--- src/ras_pkg.sv ---
/*
  shared constants of the rtc action scheduler: register pages and offsets,
  reset values, range limits and indication timing.
  assumes a 100 MHz core clock and an rtc that delivers bcd hour and minute.
*/
package ras_pkg;
  // ==========================================================
  // register pages (bus device addresses) and offsets
  localparam logic [6:0] PG_CTRL = 7'h6b;
  localparam logic [6:0] PG_START = 7'h6c;
  localparam logic [6:0] PG_TIME = 7'h6d;
  localparam logic [6:0] PG_ACT = 7'h6e;
  localparam logic [7:0] OFF_SEL = 8'h16;
  localparam logic [7:0] OFF_RUN = 8'h17;
  localparam logic [7:0] OFF_ACTIVE = 8'h00;
  localparam logic [7:0] OFF_MINUTE = 8'h01;
  localparam logic [7:0] OFF_HOUR = 8'h02;
  localparam logic [7:0] OFF_DUR = 8'h00;
  localparam logic [7:0] OFF_IVL = 8'h02;
  localparam logic [7:0] OFF_MUL = 8'h03;
  localparam logic [7:0] OFF_SEQ = 8'h04;
  localparam logic [7:0] OFF_EN_HOST = 8'h00;
  localparam logic [7:0] OFF_EN_AUX = 8'h01;
  localparam logic [7:0] OFF_EN_RELAY = 8'h02;
  // ==========================================================
  // reset values and limits
  localparam logic [15:0] RST_DUR = 16'h0001;
  localparam logic [7:0] RST_IVL = 8'h00;
  localparam logic [7:0] RST_MUL = 8'h00;
  localparam logic [7:0] RST_SEQ = 8'h18;
  localparam logic [7:0] RST_BYTE = 8'h00;
  localparam logic [15:0] DUR_MAX = 16'd1439;
  localparam logic [15:0] DUR_SPECIAL = 16'hffff;
  localparam logic [7:0] HOUR_MAX = 8'h23;
  localparam logic [7:0] MINUTE_MAX = 8'h59;
  localparam logic [7:0] SEL_MAX = 8'h03;
  localparam logic [7:0] ACT_ON_ALT = 8'hff;
  localparam logic [13:0] MIN_PER_HOUR = 14'd60;
  localparam int NUM_SCHED = 4;
  // ==========================================================
  // indication timing
  localparam int CLK_KHZ = 100000;
  localparam int BLINK_MS = 100;
  localparam int BEEP_SHORT_MS = 100;
  localparam int BEEP_LONG_MS = 1000;
  localparam logic [2:0] IND_PH_REJ = 3'd4;
  typedef enum logic [2:0] {
    IND_IDLE = 3'b001,
    IND_ON = 3'b010,
    IND_OFF = 3'b100
  } ras_ind_t;
endpackage

--- src/ras_sched.sv ---
/*
  rtc action scheduler: four schedules, range-checked register writes with
  led/beep/message indication, and the action executor driving host power,
  auxiliary supplies and the bistable relay.
  assumes rtc hour/minute and a once-per-minute tick arrive asynchronously;
  the register port is fed by the device's bus decoder.
*/
`timescale 1ns/1ns

// Behaviour
// - start hour accepted only as bcd 0x00..0x23, else rejected.
// - start minute accepted only as bcd 0x00..0x59, else rejected.
// - rejected write blinks all three leds several times with long beep.
// - accepted write blinks leds once with short beep.
// - every accepted or rejected write emits a status message.
// - duration 16 bit at 0x00, 1..1439, reset 1; larger writes ignored.
// - duration 0xffff is a reserved special action, never run.
// - repeat interval byte at 0x02, minutes start to start, reset 0.
// - repeat count byte at 0x03, 0..255, reset 0.
// - zero interval or zero count runs the action once.
// - sequence period byte at 0x04 in hours, reset 24.
// - (duration + interval) * count must be below the sequence period.
// - host power enable byte at 0x00, 0x01 on, 0x00 off.
// - host power on at action start, off after the duration.
// - aux supply enable byte at 0x01 drives aux rails during action.
// - relay enable byte at 0x02 sets the relay during action.
// - one action in many schedules, many actions in one schedule.
// - schedule select 0..3, reset 0, steers per-schedule accesses.
// - run byte 0x01 starts, 0x00 stops, reset stopped.
// - only active schedules execute; 0x00 marks inactive.
module ras_sched #(
  parameter int unsigned BLINK_CYC = ras_pkg::BLINK_MS * ras_pkg::CLK_KHZ,
  parameter int unsigned BEEP_SHORT_CYC = ras_pkg::BEEP_SHORT_MS * ras_pkg::CLK_KHZ,
  parameter int unsigned BEEP_LONG_CYC = ras_pkg::BEEP_LONG_MS * ras_pkg::CLK_KHZ
) (
  input wire logic core_clk,
  input wire logic sys_rst,
  input wire logic reg_wr,
  input wire logic reg_rd,
  input wire logic [6:0] reg_page,
  input wire logic [7:0] reg_off,
  input wire logic [15:0] reg_wdata,
  output logic [15:0] reg_rdata,
  input wire logic [7:0] rtc_hour,
  input wire logic [7:0] rtc_minute,
  input wire logic rtc_minute_tick,
  output logic host_power_on,
  output logic aux_supply_on,
  output logic relay_set,
  output logic [2:0] user_led,
  output logic beeper,
  output logic msg_valid,
  output logic msg_ok
);
  localparam int NS = ras_pkg::NUM_SCHED;

  typedef struct packed {
    logic [1:0] sel;
    logic run;
    logic [NS-1:0] act;
    logic [NS-1:0][7:0] smin, shour;
    logic [NS-1:0][15:0] dur;
    logic [NS-1:0][7:0] ivl, mul, seq;
    logic [NS-1:0] en_host, en_aux, en_relay, started, on;
    logic [NS-1:0][13:0] acnt, scnt;
    logic [NS-1:0][7:0] reps;
    logic tick1, tick2, tick3;
    logic [15:0] time1, time2, rdata;
    ras_pkg::ras_ind_t ind;
    logic [31:0] ind_t;
    logic [2:0] ind_ph;
    logic [31:0] beep_t;
    logic msg_v, msg_k, host, aux, relay;
  } ras_state_t;
  ras_state_t st_r, st_nxt;
  logic wr_hit, wr_ok;
  // ==========================================================
  // next state
  always_comb begin
    logic [1:0] s;
    logic [15:0] dc;
    logic [7:0] ic, mc, sc;
    logic [24:0] prod;
    logic tick;
    s = st_r.sel;
    dc = st_r.dur[st_r.sel];
    ic = st_r.ivl[st_r.sel];
    mc = st_r.mul[st_r.sel];
    sc = st_r.seq[st_r.sel];
    prod = '0;
    tick = st_r.tick2 & ~st_r.tick3;
    st_nxt = st_r;
    wr_hit = 1'b0;
    wr_ok = 1'b0;
    // two-flop synchronisers for the rtc pins
    st_nxt.tick1 = rtc_minute_tick;
    st_nxt.tick2 = st_r.tick1;
    st_nxt.tick3 = st_r.tick2;
    st_nxt.time1 = {rtc_hour, rtc_minute};
    st_nxt.time2 = st_r.time1;
    st_nxt.msg_v = 1'b0;
    // ========================================================
    // register writes with range checks
    if (reg_wr) begin
      wr_hit = 1'b1;
      unique case ({reg_page, reg_off})
        {ras_pkg::PG_CTRL, ras_pkg::OFF_SEL}: wr_ok = reg_wdata[7:0] <= ras_pkg::SEL_MAX;
        {ras_pkg::PG_CTRL, ras_pkg::OFF_RUN}: wr_ok = reg_wdata[7:1] == 7'h00;
        {ras_pkg::PG_START, ras_pkg::OFF_ACTIVE}: wr_ok = reg_wdata[7:1] == 7'h00 ||
                                                    reg_wdata[7:0] == ras_pkg::ACT_ON_ALT;
        {ras_pkg::PG_START, ras_pkg::OFF_MINUTE}: wr_ok = reg_wdata[3:0] <= 4'h9 &&
                                                    reg_wdata[7:0] <= ras_pkg::MINUTE_MAX;
        {ras_pkg::PG_START, ras_pkg::OFF_HOUR}: wr_ok = reg_wdata[3:0] <= 4'h9 &&
                                                  reg_wdata[7:0] <= ras_pkg::HOUR_MAX;
        {ras_pkg::PG_TIME, ras_pkg::OFF_DUR}: begin
          dc = reg_wdata;
          wr_ok = reg_wdata == ras_pkg::DUR_SPECIAL ||
                  (reg_wdata != 16'h0000 && reg_wdata <= ras_pkg::DUR_MAX);
        end
        {ras_pkg::PG_TIME, ras_pkg::OFF_IVL}: begin
          ic = reg_wdata[7:0];
          wr_ok = 1'b1;
        end
        {ras_pkg::PG_TIME, ras_pkg::OFF_MUL}: begin
          mc = reg_wdata[7:0];
          wr_ok = 1'b1;
        end
        {ras_pkg::PG_TIME, ras_pkg::OFF_SEQ}: begin
          sc = reg_wdata[7:0];
          wr_ok = 1'b1;
        end
        {ras_pkg::PG_ACT, ras_pkg::OFF_EN_HOST},
        {ras_pkg::PG_ACT, ras_pkg::OFF_EN_AUX},
        {ras_pkg::PG_ACT, ras_pkg::OFF_EN_RELAY}: wr_ok = reg_wdata[7:1] == 7'h00;
        default: wr_hit = 1'b0;
      endcase
      // total action time below sequence period
      if (reg_page == ras_pkg::PG_TIME && wr_ok) begin
        prod = (25'(dc == ras_pkg::DUR_SPECIAL ? 16'h0000 : dc) + 25'(ic)) * 25'(mc);
        wr_ok = prod < 25'(14'(sc) * ras_pkg::MIN_PER_HOUR);
      end
      if (wr_hit && wr_ok) begin
        unique case ({reg_page, reg_off})
          {ras_pkg::PG_CTRL, ras_pkg::OFF_SEL}: st_nxt.sel = reg_wdata[1:0];
          {ras_pkg::PG_CTRL, ras_pkg::OFF_RUN}: st_nxt.run = reg_wdata[0];
          {ras_pkg::PG_START, ras_pkg::OFF_ACTIVE}: st_nxt.act[s] = reg_wdata[7:0] != 8'h00;
          {ras_pkg::PG_START, ras_pkg::OFF_MINUTE}: st_nxt.smin[s] = reg_wdata[7:0];
          {ras_pkg::PG_START, ras_pkg::OFF_HOUR}: st_nxt.shour[s] = reg_wdata[7:0];
          {ras_pkg::PG_TIME, ras_pkg::OFF_DUR}: st_nxt.dur[s] = reg_wdata;
          {ras_pkg::PG_TIME, ras_pkg::OFF_IVL}: st_nxt.ivl[s] = reg_wdata[7:0];
          {ras_pkg::PG_TIME, ras_pkg::OFF_MUL}: st_nxt.mul[s] = reg_wdata[7:0];
          {ras_pkg::PG_TIME, ras_pkg::OFF_SEQ}: st_nxt.seq[s] = reg_wdata[7:0];
          {ras_pkg::PG_ACT, ras_pkg::OFF_EN_HOST}: st_nxt.en_host[s] = reg_wdata[0];
          {ras_pkg::PG_ACT, ras_pkg::OFF_EN_AUX}: st_nxt.en_aux[s] = reg_wdata[0];
          default: st_nxt.en_relay[s] = reg_wdata[0];
        endcase
      end
    end
    // ========================================================
    // register reads, answered one cycle later
    if (reg_rd) begin
      unique case ({reg_page, reg_off})
        {ras_pkg::PG_CTRL, ras_pkg::OFF_SEL}: st_nxt.rdata = {14'h0000, st_r.sel};
        {ras_pkg::PG_CTRL, ras_pkg::OFF_RUN}: st_nxt.rdata = {15'h0000, st_r.run};
        {ras_pkg::PG_START, ras_pkg::OFF_ACTIVE}: st_nxt.rdata = {15'h0000, st_r.act[s]};
        {ras_pkg::PG_START, ras_pkg::OFF_MINUTE}: st_nxt.rdata = {8'h00, st_r.smin[s]};
        {ras_pkg::PG_START, ras_pkg::OFF_HOUR}: st_nxt.rdata = {8'h00, st_r.shour[s]};
        {ras_pkg::PG_TIME, ras_pkg::OFF_DUR}: st_nxt.rdata = st_r.dur[s];
        {ras_pkg::PG_TIME, ras_pkg::OFF_IVL}: st_nxt.rdata = {8'h00, st_r.ivl[s]};
        {ras_pkg::PG_TIME, ras_pkg::OFF_MUL}: st_nxt.rdata = {8'h00, st_r.mul[s]};
        {ras_pkg::PG_TIME, ras_pkg::OFF_SEQ}: st_nxt.rdata = {8'h00, st_r.seq[s]};
        {ras_pkg::PG_ACT, ras_pkg::OFF_EN_HOST}: st_nxt.rdata = {15'h0000, st_r.en_host[s]};
        {ras_pkg::PG_ACT, ras_pkg::OFF_EN_AUX}: st_nxt.rdata = {15'h0000, st_r.en_aux[s]};
        {ras_pkg::PG_ACT, ras_pkg::OFF_EN_RELAY}: st_nxt.rdata = {15'h0000, st_r.en_relay[s]};
        default: st_nxt.rdata = 16'h0000;
      endcase
    end
    // ========================================================
    // indication: leds, beeper, status message
    unique case (st_r.ind)
      ras_pkg::IND_ON: begin
        st_nxt.ind_t = st_r.ind_t - 32'h0000_0001;
        if (st_r.ind_t == 32'h0000_0000) begin
          st_nxt.ind = (st_r.ind_ph == 3'd0) ? ras_pkg::IND_IDLE : ras_pkg::IND_OFF;
          st_nxt.ind_ph = st_r.ind_ph - 3'd1;
          st_nxt.ind_t = 32'(BLINK_CYC - 1);
        end
      end
      ras_pkg::IND_OFF: begin
        st_nxt.ind_t = st_r.ind_t - 32'h0000_0001;
        if (st_r.ind_t == 32'h0000_0000) begin
          st_nxt.ind = ras_pkg::IND_ON;
          st_nxt.ind_ph = st_r.ind_ph - 3'd1;
          st_nxt.ind_t = 32'(BLINK_CYC - 1);
        end
      end
      default: st_nxt.ind = ras_pkg::IND_IDLE;
    endcase
    if (st_r.beep_t != 32'h0000_0000) begin
      st_nxt.beep_t = st_r.beep_t - 32'h0000_0001;
    end
    // a new entry restarts the indication so the latest outcome is the one shown
    if (wr_hit) begin
      st_nxt.ind = ras_pkg::IND_ON;
      st_nxt.ind_t = 32'(BLINK_CYC - 1);
      st_nxt.ind_ph = wr_ok ? 3'd0 : ras_pkg::IND_PH_REJ;
      st_nxt.beep_t = wr_ok ? 32'(BEEP_SHORT_CYC) : 32'(BEEP_LONG_CYC);
      st_nxt.msg_v = 1'b1;
      st_nxt.msg_k = wr_ok;
    end
    // ========================================================
    // action executor, one per schedule
    for (int i = 0; i < NS; i++) begin
      // stopped or inactive schedules do nothing
      if (!st_r.run || !st_r.act[i]) begin
        st_nxt.started[i] = 1'b0;
        st_nxt.on[i] = 1'b0;
      end else if (tick) begin
        if (!st_r.started[i]) begin
          if (st_r.time2 == {st_r.shour[i], st_r.smin[i]}) begin
            st_nxt.started[i] = 1'b1;
            st_nxt.on[i] = 1'b1;
            st_nxt.acnt[i] = 14'd0;
            st_nxt.scnt[i] = 14'd0;
            st_nxt.reps[i] = 8'd1;
          end
        end else begin
          st_nxt.acnt[i] = st_r.acnt[i] + 14'd1;
          st_nxt.scnt[i] = st_r.scnt[i] + 14'd1;
          // off once the duration has elapsed
          if (16'(st_r.acnt[i]) + 16'd1 == st_r.dur[i]) begin
            st_nxt.on[i] = 1'b0;
          end
          if (st_r.scnt[i] + 14'd1 == 14'(14'(st_r.seq[i]) * ras_pkg::MIN_PER_HOUR)) begin
            st_nxt.on[i] = 1'b1;
            st_nxt.acnt[i] = 14'd0;
            st_nxt.scnt[i] = 14'd0;
            st_nxt.reps[i] = 8'd1;
          // repeat only with nonzero interval and count
          end else if (st_r.ivl[i] != 8'h00 && st_r.mul[i] != 8'h00 &&
                       st_r.acnt[i] + 14'd1 == 14'(st_r.ivl[i]) &&
                       st_r.reps[i] < st_r.mul[i]) begin
            st_nxt.on[i] = 1'b1;
            st_nxt.acnt[i] = 14'd0;
            st_nxt.reps[i] = st_r.reps[i] + 8'd1;
          end
        end
      end
      // the reserved duration never drives an action
      if (st_r.dur[i] == ras_pkg::DUR_SPECIAL) begin
        st_nxt.on[i] = 1'b0;
      end
    end
    // any schedule may drive any action
    st_nxt.host = |(st_nxt.on & st_r.en_host);
    st_nxt.aux = |(st_nxt.on & st_r.en_aux);
    st_nxt.relay = |(st_nxt.on & st_r.en_relay);
  end

  // ==========================================================
  // state register
  always_ff @(posedge core_clk or posedge sys_rst) begin
    if (sys_rst) begin
      st_r <= '0;
      st_r.ind <= ras_pkg::IND_IDLE;
      for (int i = 0; i < NS; i++) begin
        st_r.dur[i] <= ras_pkg::RST_DUR;
        st_r.ivl[i] <= ras_pkg::RST_IVL;
        st_r.mul[i] <= ras_pkg::RST_MUL;
        st_r.seq[i] <= ras_pkg::RST_SEQ;
        st_r.smin[i] <= ras_pkg::RST_BYTE;
        st_r.shour[i] <= ras_pkg::RST_BYTE;
      end
    end else begin
      st_r <= st_nxt;
    end
  end

  assign reg_rdata = st_r.rdata;
  assign host_power_on = st_r.host;
  assign aux_supply_on = st_r.aux;
  assign relay_set = st_r.relay;
  assign user_led = {3{st_r.ind == ras_pkg::IND_ON}};
  assign beeper = st_r.beep_t != 32'h0000_0000;
  assign msg_valid = st_r.msg_v;
  assign msg_ok = st_r.msg_k;

  // ==========================================================
  // checks
  a_hour_reject: assert property (@(posedge core_clk) disable iff (sys_rst)
    reg_wr && reg_page == ras_pkg::PG_START && reg_off == ras_pkg::OFF_HOUR &&
    reg_wdata[7:0] > ras_pkg::HOUR_MAX |=> msg_valid && !msg_ok)
    else $error("out of range hour accepted");
  a_minute_reject: assert property (@(posedge core_clk) disable iff (sys_rst)
    reg_wr && reg_page == ras_pkg::PG_START && reg_off == ras_pkg::OFF_MINUTE &&
    reg_wdata[7:0] > ras_pkg::MINUTE_MAX |=> msg_valid && !msg_ok)
    else $error("out of range minute accepted");
  a_reject_show: assert property (@(posedge core_clk) disable iff (sys_rst)
    msg_valid && !msg_ok |-> user_led == 3'b111 && beeper)
    else $error("reject not indicated");
  a_accept_show: assert property (@(posedge core_clk) disable iff (sys_rst)
    msg_valid && msg_ok |-> user_led == 3'b111 && beeper && st_r.ind_ph == 3'd0)
    else $error("accept not indicated as single blink");
  a_msg_each: assert property (@(posedge core_clk) disable iff (sys_rst)
    wr_hit |=> msg_valid && msg_ok == $past(wr_ok))
    else $error("status message missing");
  a_dur_ignore: assert property (@(posedge core_clk) disable iff (sys_rst)
    reg_wr && reg_page == ras_pkg::PG_TIME && reg_off == ras_pkg::OFF_DUR &&
    reg_wdata > ras_pkg::DUR_MAX && reg_wdata != ras_pkg::DUR_SPECIAL
    |=> !msg_ok && $stable(st_r.dur))
    else $error("oversized duration stored");
  a_special_idle: assert property (@(posedge core_clk) disable iff (sys_rst)
    st_r.dur[0] == ras_pkg::DUR_SPECIAL |=> !st_r.on[0])
    else $error("reserved duration ran an action");
  a_once_only: assert property (@(posedge core_clk) disable iff (sys_rst)
    st_r.started[0] && (st_r.ivl[0] == 8'h00 || st_r.mul[0] == 8'h00) |-> st_r.reps[0] <= 8'd1)
    else $error("action repeated without interval or count");
  a_run_gate: assert property (@(posedge core_clk) disable iff (sys_rst)
    !st_r.run |=> !host_power_on && !aux_supply_on && !relay_set)
    else $error("action while scheduler stopped");
endmodule // ras_sched

--- config.mk ---
export PLATFORM = sky130hd
export DESIGN_NAME = ras_sched
export DESIGN_NICKNAME = d
export VERILOG_FILES = /design/src/ras_pkg.sv /design/src/ras_sched.sv
export SDC_FILE = /design/constraint.sdc
export NUM_CORES = 2
export LEC_CHECK = 0
export BUFFER_PORTS_ARGS = -buffer_cell sky130_fd_sc_hd__buf_2
export CORE_MARGIN = 4
export CORE_UTILIZATION = 55
export CTS_CLUSTER_DIAMETER = 200
export DETAILED_ROUTE_END_ITERATION = 6
export PLACE_DENSITY = 0.71
export SYNTH_ARGS = -nofsm -noshare
export SYNTH_HDL_FRONTEND = slang
export SYNTH_SLANG_ARGS = --single-unit
--- constraint.sdc ---
create_clock -name core_clk -period 23.7 [get_ports core_clk]
set_input_delay 2.37 -clock core_clk [delete_from_list [all_inputs] [get_ports core_clk]]
set_output_delay 2.37 -clock core_clk [all_outputs]
set_load 0.03 [all_outputs]
---- Word-level counts from Yosys, hierarchy flattened ----
Index checks and enable logic that the tools add are counted.
W data, S select, Z words.
storage, ports and cells
  latch bits .............................. 0
  flip-flop bits (word level) ............. 521
  bits in writable memories ............... 0
  input port bits ......................... 52
  output and inout bits ................... 25
  memories kept ........................... 0
  bits in read-only memories .............. 0
  word-level logic and storage cells ...... 387
cells by class
  div/mod/pow operators ................... 0
  bitwise logic cells ..................... 10
  reductions and logical operators ........ 82
  multiplexer cells ....................... 151
  shifts and indexed selects .............. 0
  $add $sub $neg .......................... 20
  magnitude comparators ................... 12
  multiply operators ...................... 6
  eq/ne operators ......................... 44
operators by type and width
  kind                     number
  $mux W14                 24
  $mux W8                  28
  $pmux W16 S12            1
  $eq A15 B15 Y1 const B   12
  $bwmux W32               5
  $add A14 B1 Y14 const B  8
  $eq A16 B16 Y1 const B   6
  $bmux W8 S2              5
  $mux W16                 5
  $mux W38                 2
  $mux W72                 1
  $reduce_bool A8 Y1       9
  $pmux W35 S2             1
  $bwmux W64               1
  $eq A15 B16 Y1           4
  $eq A16 B16 Y1           4
  $sub A32 B1 Y32 const B  2
  $add A14 B1 Y15 const B  4
  $mul A8 B4 Y12 const B   5
  $mux W1                  60
  $eq A14 B14 Y1           4
  $eq A14 B8 Y1            4
  $reduce_and A3 Y1        17
  $add A8 B1 Y8 const B    4
  48 further kinds         109

---- Logic depth before layout (Yosys ltp) ----
  word-level depth ........................ 14
  mapped depth ............................ 43
  depth with buffers taken out ............ 39

---- Least setup slack after synthesis ----
Ideal clock, no wire load.
  path kind ............................... input to register
  from .................................... input port reg_off[7]
  to ...................................... register st_r[290] in the netlist's numbering
  stages .................................. 42
  buffers on the path ..................... 5
  arrival ................................. 12.031 ns
  setup slack ............................. 11.545 ns
  setup time .............................. 0.125 ns
  required time ........................... 23.575 ns
  path through ............................ nor4_2 > nand2_1 > nor3_1 > clkbuf_1 > mux2i_1 > nand2_1 > nor3_2 > clkbuf_1 > a21oi_1 > ha_1 > fa_1 > nand3_1 > a21boi_0 > o21ai_0 > a21boi_0 > o21a_1 > o211ai_1 > xnor2_1 > [... 6 more ...] > fa_1 > inv_1 > ha_1 > clkbuf_1 > a21oi_1 > o21a_1 > nand2_1 > xor2_1 > ha_1 > nor4_1 > o221ai_1 > nor4_1 > nand4_1 > nor4b_2 > buf_6 > buf_12 > o2111ai_4 > mux2_2
between the ends
  longest elaborated chain between the ends .. 12
  elaborated cells on any way between the ends .. 38
  classes of those cells .................. add/sub (1); mul (2); order compare (1); eq/ne (13); mux (15); reduce/logical (6)
RTL lines
  element                          RTL line          RTL
  from (decl)                      ras_sched.sv:41   input wire logic [7:0] reg_off,
  $eq A15 B15 Y1                   ras_sched.sv:106  unique case ({reg_page, reg_off})
  $mux W16                         ras_sched.sv:106
  $mux W16                         ras_sched.sv:104  if (reg_wr) begin
  $eq A16 B16 Y1                   ras_sched.sv:139  prod = (25'(dc == ras_pkg::DUR_SPECIAL ? 16'h0000 : dc) + 25'(ic)) * 25'(mc);
  $mux W16                         ras_sched.sv:139
  $add A16 B8 Y17                  ras_sched.sv:139
  $mul A17 B8 Y25                  ras_sched.sv:139
  $lt A25 B14 Y1                   ras_sched.sv:140  wr_ok = prod < 25'(14'(sc) * ras_pkg::MIN_PER_HOUR);
  $mux W1                          ras_sched.sv:138  if (reg_page == ras_pkg::PG_TIME && wr_ok) begin
  $mux W1                          ras_sched.sv:104
  $logic_and A1 B1 Y1              ras_sched.sv:142  if (wr_hit && wr_ok) begin
  $reduce_and A3 Y1 (no line) (*)  n/a
  to (signal assigned)             ras_sched.sv:275  st_r <= st_nxt;
  to (decl)                        ras_sched.sv:75   ras_state_t st_r, st_nxt;
Every way passes the cells marked *; elsewhere a longest branch is shown, timed or not. The select of a mux whose other input is x is not followed.
A chain may end at the register's enable or synchronous reset.

---- Worst setup path after layout ----
  from .................................... input port reg_off[7]
  to ...................................... register st_r[415] in the netlist's numbering
between the ends
  longest elaborated chain between the ends .. 12
  elaborated cells on any way between the ends .. 38
  classes of those cells .................. add/sub (1); mul (2); order compare (1); eq/ne (13); mux (15); reduce/logical (6)
RTL lines
  element                          RTL line
  $eq A15 B15 Y1                   ras_sched.sv:106, ras_sched.sv:143
  $mux W16                         ras_sched.sv:106
  $mux W16                         ras_sched.sv:104
  $eq A16 B16 Y1                   ras_sched.sv:139
  $mux W16                         ras_sched.sv:139
  $add A16 B8 Y17                  ras_sched.sv:139
  $mul A17 B8 Y25                  ras_sched.sv:139
  $lt A25 B14 Y1                   ras_sched.sv:140
  $mux W1                          ras_sched.sv:138
  $mux W1                          ras_sched.sv:104
  $logic_and A1 B1 Y1              ras_sched.sv:142
  $reduce_and A3 Y1 (no line) (*)  n/a
Marks and branches as above.

==> impl_metrics.ini <==
[drt]
final_antenna_net_count = 0
wl_um = 113900
drtIter0Drc = 3142
avgRoutedWirePerCell_um = 22.51
viasPerCell = 6.334
drc = 30
dr.pass1.iters = 7
vias = 32060

[critical_path]
crit_end = st_r[415]
worstRegToRegCells = 36
reg2reg_slack_ns = 11.75
worstSetupStartpoint = reg_off[7]
crit_slowest_cell = a211oi_1
critPathMaxStageDelay_ns = 0.93
regToRegStartpoint = st_r[519]
cp.required_ns = 24.22
path_class = primary input to flip-flop
crit_path_max_fanout = 26
cp_data_arrival_time_ns = 13.92
cp-end-kind = flip-flop
start_kind = primary input
r2r-end = st_r[415]

[clocking]
root_buffer = clkbuf_16
clk_path_buf_depth = 3
cts-hold-fix-buffers = 0
cts_sinks = 521
cts_buffers = 56
cts_setup_buffers = 0
cts_max_level = 2
clk_latency_ns = 0.66
clk_pin_slew_ns = 0.06
cts-resized-gates = 0
cts_tree = built

[global_routing]
groute.usage.overall_pct = 29.14
grt_max_degree = 130
grt_pass1_vias = 30840
grt_pass1_wl_um = 179400
antenna_found_initial = 4
overflow = 0

[sta]
max_freq_ghz = 0.07459
slew_headroom_pct = 20.98
layout_setup_ws_ns = 10.29
finalCriticalPeriod_ns = 13.41
worst_pin_slew_ns = 1.176
tns_ns = 0
finalHoldViolCount = 0
finalClockSkew_ns = 0.03179
min_period_over_period_pct = 56.57
report.final.slew_viol_count = 0
grt_setup_unrepaired = no
setup_viol = 0

[pwr]
p_leak_uw = 0.01910
ir_worst_vdd_mv = 0.05932
power_density_mw_per_mm2 = 44.82

[logic_synthesis]
synth_top_flop_cell = dfrtp_1
synth-seq-cells = 521
yosysUniqueCellTypes = 91
synthCells = 4117
synth_edf_count = 0
synth.avg_cell_area_um2 = 9.701
syn-num-nets = 4508
synthTopCellsByArea = dfrtp_1, fa_1, mux2_2, ha_1, xnor2_1
yosysWarnings = 0
seq_area_frac_synth_pct = 32.69
synth_top_area_share_pct = 31.83
async_flop_share_pct = 100.0
yosysTopAreaCell = dfrtp_1
netlist_area_mm2 = 0.03994

[floorplan]
die_h_um = 277.5
die_width_um = 277.5
core_area_mm2 = 0.07173
io_pins = 77
rows = 98
die_area_mm2 = 0.07699
initial_core_util_pct = 55.68

[finish]
fin_nets = 4453
area_delta_synth_final_pct = 7.416
layout-drive-gt1-share_pct = 15.04
fin_util_pct = 59.80
n_fill_cell = 5990

[run_status]
status = finished with violations
violations = design-rule violations

[placed_design]
gp_congestion = 1.016
dp_slack_ns = 9.905
io_buffers = 76
hpwl_um = 84030

[flow_run]
maxCapViolCount = 0

[worst_hold_path]
hold_class = flip-flop to flip-flop
[per-stage QoR]
| stage | std cells | power, uW | area [um^2] | hold slack, ns |
|---|---|---|---|---|
| finish | 5061 | 1923 | 42900 | 0.3419 |
| detailed placement | 4954 | 996.6 | 40920 | 0.3347 |
| global placement | 4954 | 994.5 | 40920 | 0.3324 |
| global route | 5060 | 1979 | 42900 | 0.3523 |
| CTS | 5058 | 1931 | 42890 | 0.3432 |
| floorplan | 4117 | 969.0 | 39940 | 0.3312 |
[cell type report]
class | instances | area [um^2] | area share (%)
clock inverter | 27 | 365.4 | 0.8517
timing repair buffer | 128 | 770.7 | 1.797
multi-input combinational | 3086 | 24880 | 58.00
clock buffer | 77 | 1610 | 3.754
sequential | 521 | 13060 | 30.44
inverter | 269 | 1017 | 2.371
tap | 950 | 1189 | 2.771
antenna | 3 | 7.507 | 0.01750
[cells by family (layout without fill, tap and decap cells)]
logic type	count (synthesis)	count (layout)	share of synthesized area, %
AND/OR/NAND/NOR	1311	1311	16.68
buffers and inverters	510	501	5.179
AO/OA/AOI/OAI	724	724	12.41
flip-flops	521	521	32.69
adder cells (fa/ha/maj)	339	339	13.55
multiplexers	344	344	11.25
XOR/XNOR	368	368	8.243
other	0	3	0
[synth_stat cells, types with 19 or more instances]
library cell,number
mux2_2,238
o22ai_1,22
nor4_1,66
nor2b_1,43
a21oi_1,141
o211ai_1,20
o31ai_1,43
ha_1,183
and3_1,46
nand2_1,316
xnor2_1,254
inv_1,268
or3_1,52
nand3_1,115
a22oi_1,31
clkbuf_1,193
dfrtp_1,508
or2_2,37
mux2i_1,46
nor3_1,117
a31oi_1,19
and2_1,20
fa_1,156
mux4_2,60
o2111ai_1,21
a211oi_1,19
and4_1,27
xor2_1,109
a21o_1,44
nand4_1,86
o21ai_0,204
nand2b_1,36
o21a_1,25
nor2_1,280
[sequential cells by signal, summed over array words and instances, names as in the netlist]
| name | cells |
|---|---|
| host_power_on | 1 |
| msg_ok | 1 |
| reg_rdata | 16 |
| st_nxt | 18 |
| relay_set | 1 |
| st_r | 482 |
| aux_supply_on | 1 |
| msg_valid | 1 |
[critical path, delay by kind of cell]
| family | cells | cell delay, ns |
|---|---|---|
| AND/OR/NAND/NOR | 11 | 3.58 |
| buffers and inverters | 6 | 1.03 |
| adder cells (fa/ha/maj) | 6 | 2.76 |
| multiplexers | 2 | 0.83 |
| AO/OA/AOI/OAI | 11 | 3.31 |
[worst min path at each step]
stage | startpoint | endpoint | slack (ns) | cells past startpoint
finish | st_nxt[98] | st_r[98] | 0.34 | 0
global route | st_nxt[98] | st_r[98] | 0.35 | 0
floorplan | st_nxt[124] | st_nxt[123] | 0.33 | 0
detailed placement | st_nxt[124] | st_nxt[123] | 0.33 | 0
global placement | st_nxt[92] | st_r[92] | 0.33 | 0
CTS | st_nxt[98] | st_r[98] | 0.34 | 0
[report_power, final]
group	internal, uW	total (uW)	leakage [uW]	switching (uW)
logic	18.4	70.8	0.0112	52.4
clock network	545	942	0.000953	397
registers	900	910	0.00696	10.4
[cells in the final DEF (no fill, tap or decap), types with 52 or more instances in the layout]
cell,n
a21oi_1,141
nand2_1,316
nor2_1,280
nand3_1,115
dfrtp_1,506
mux2_2,238
xnor2_1,254
o21ai_0,204
xor2_1,109
nor4_1,66
mux4_2,60
clkbuf_16,56
inv_1,267
ha_1,183
fa_1,156
buf_4,52
nand4_1,86
nor3_1,114
buf_2,76
or3_1,52
[layer usage]
metal,track usage [%],share of wire [%]
met1,40.55,42
met2,44.65,44
met3,6.447,9.1
met4,11.40,4.7
met5,0.5003,0.048
Note: power is estimated with default switching activity, not from simulation.
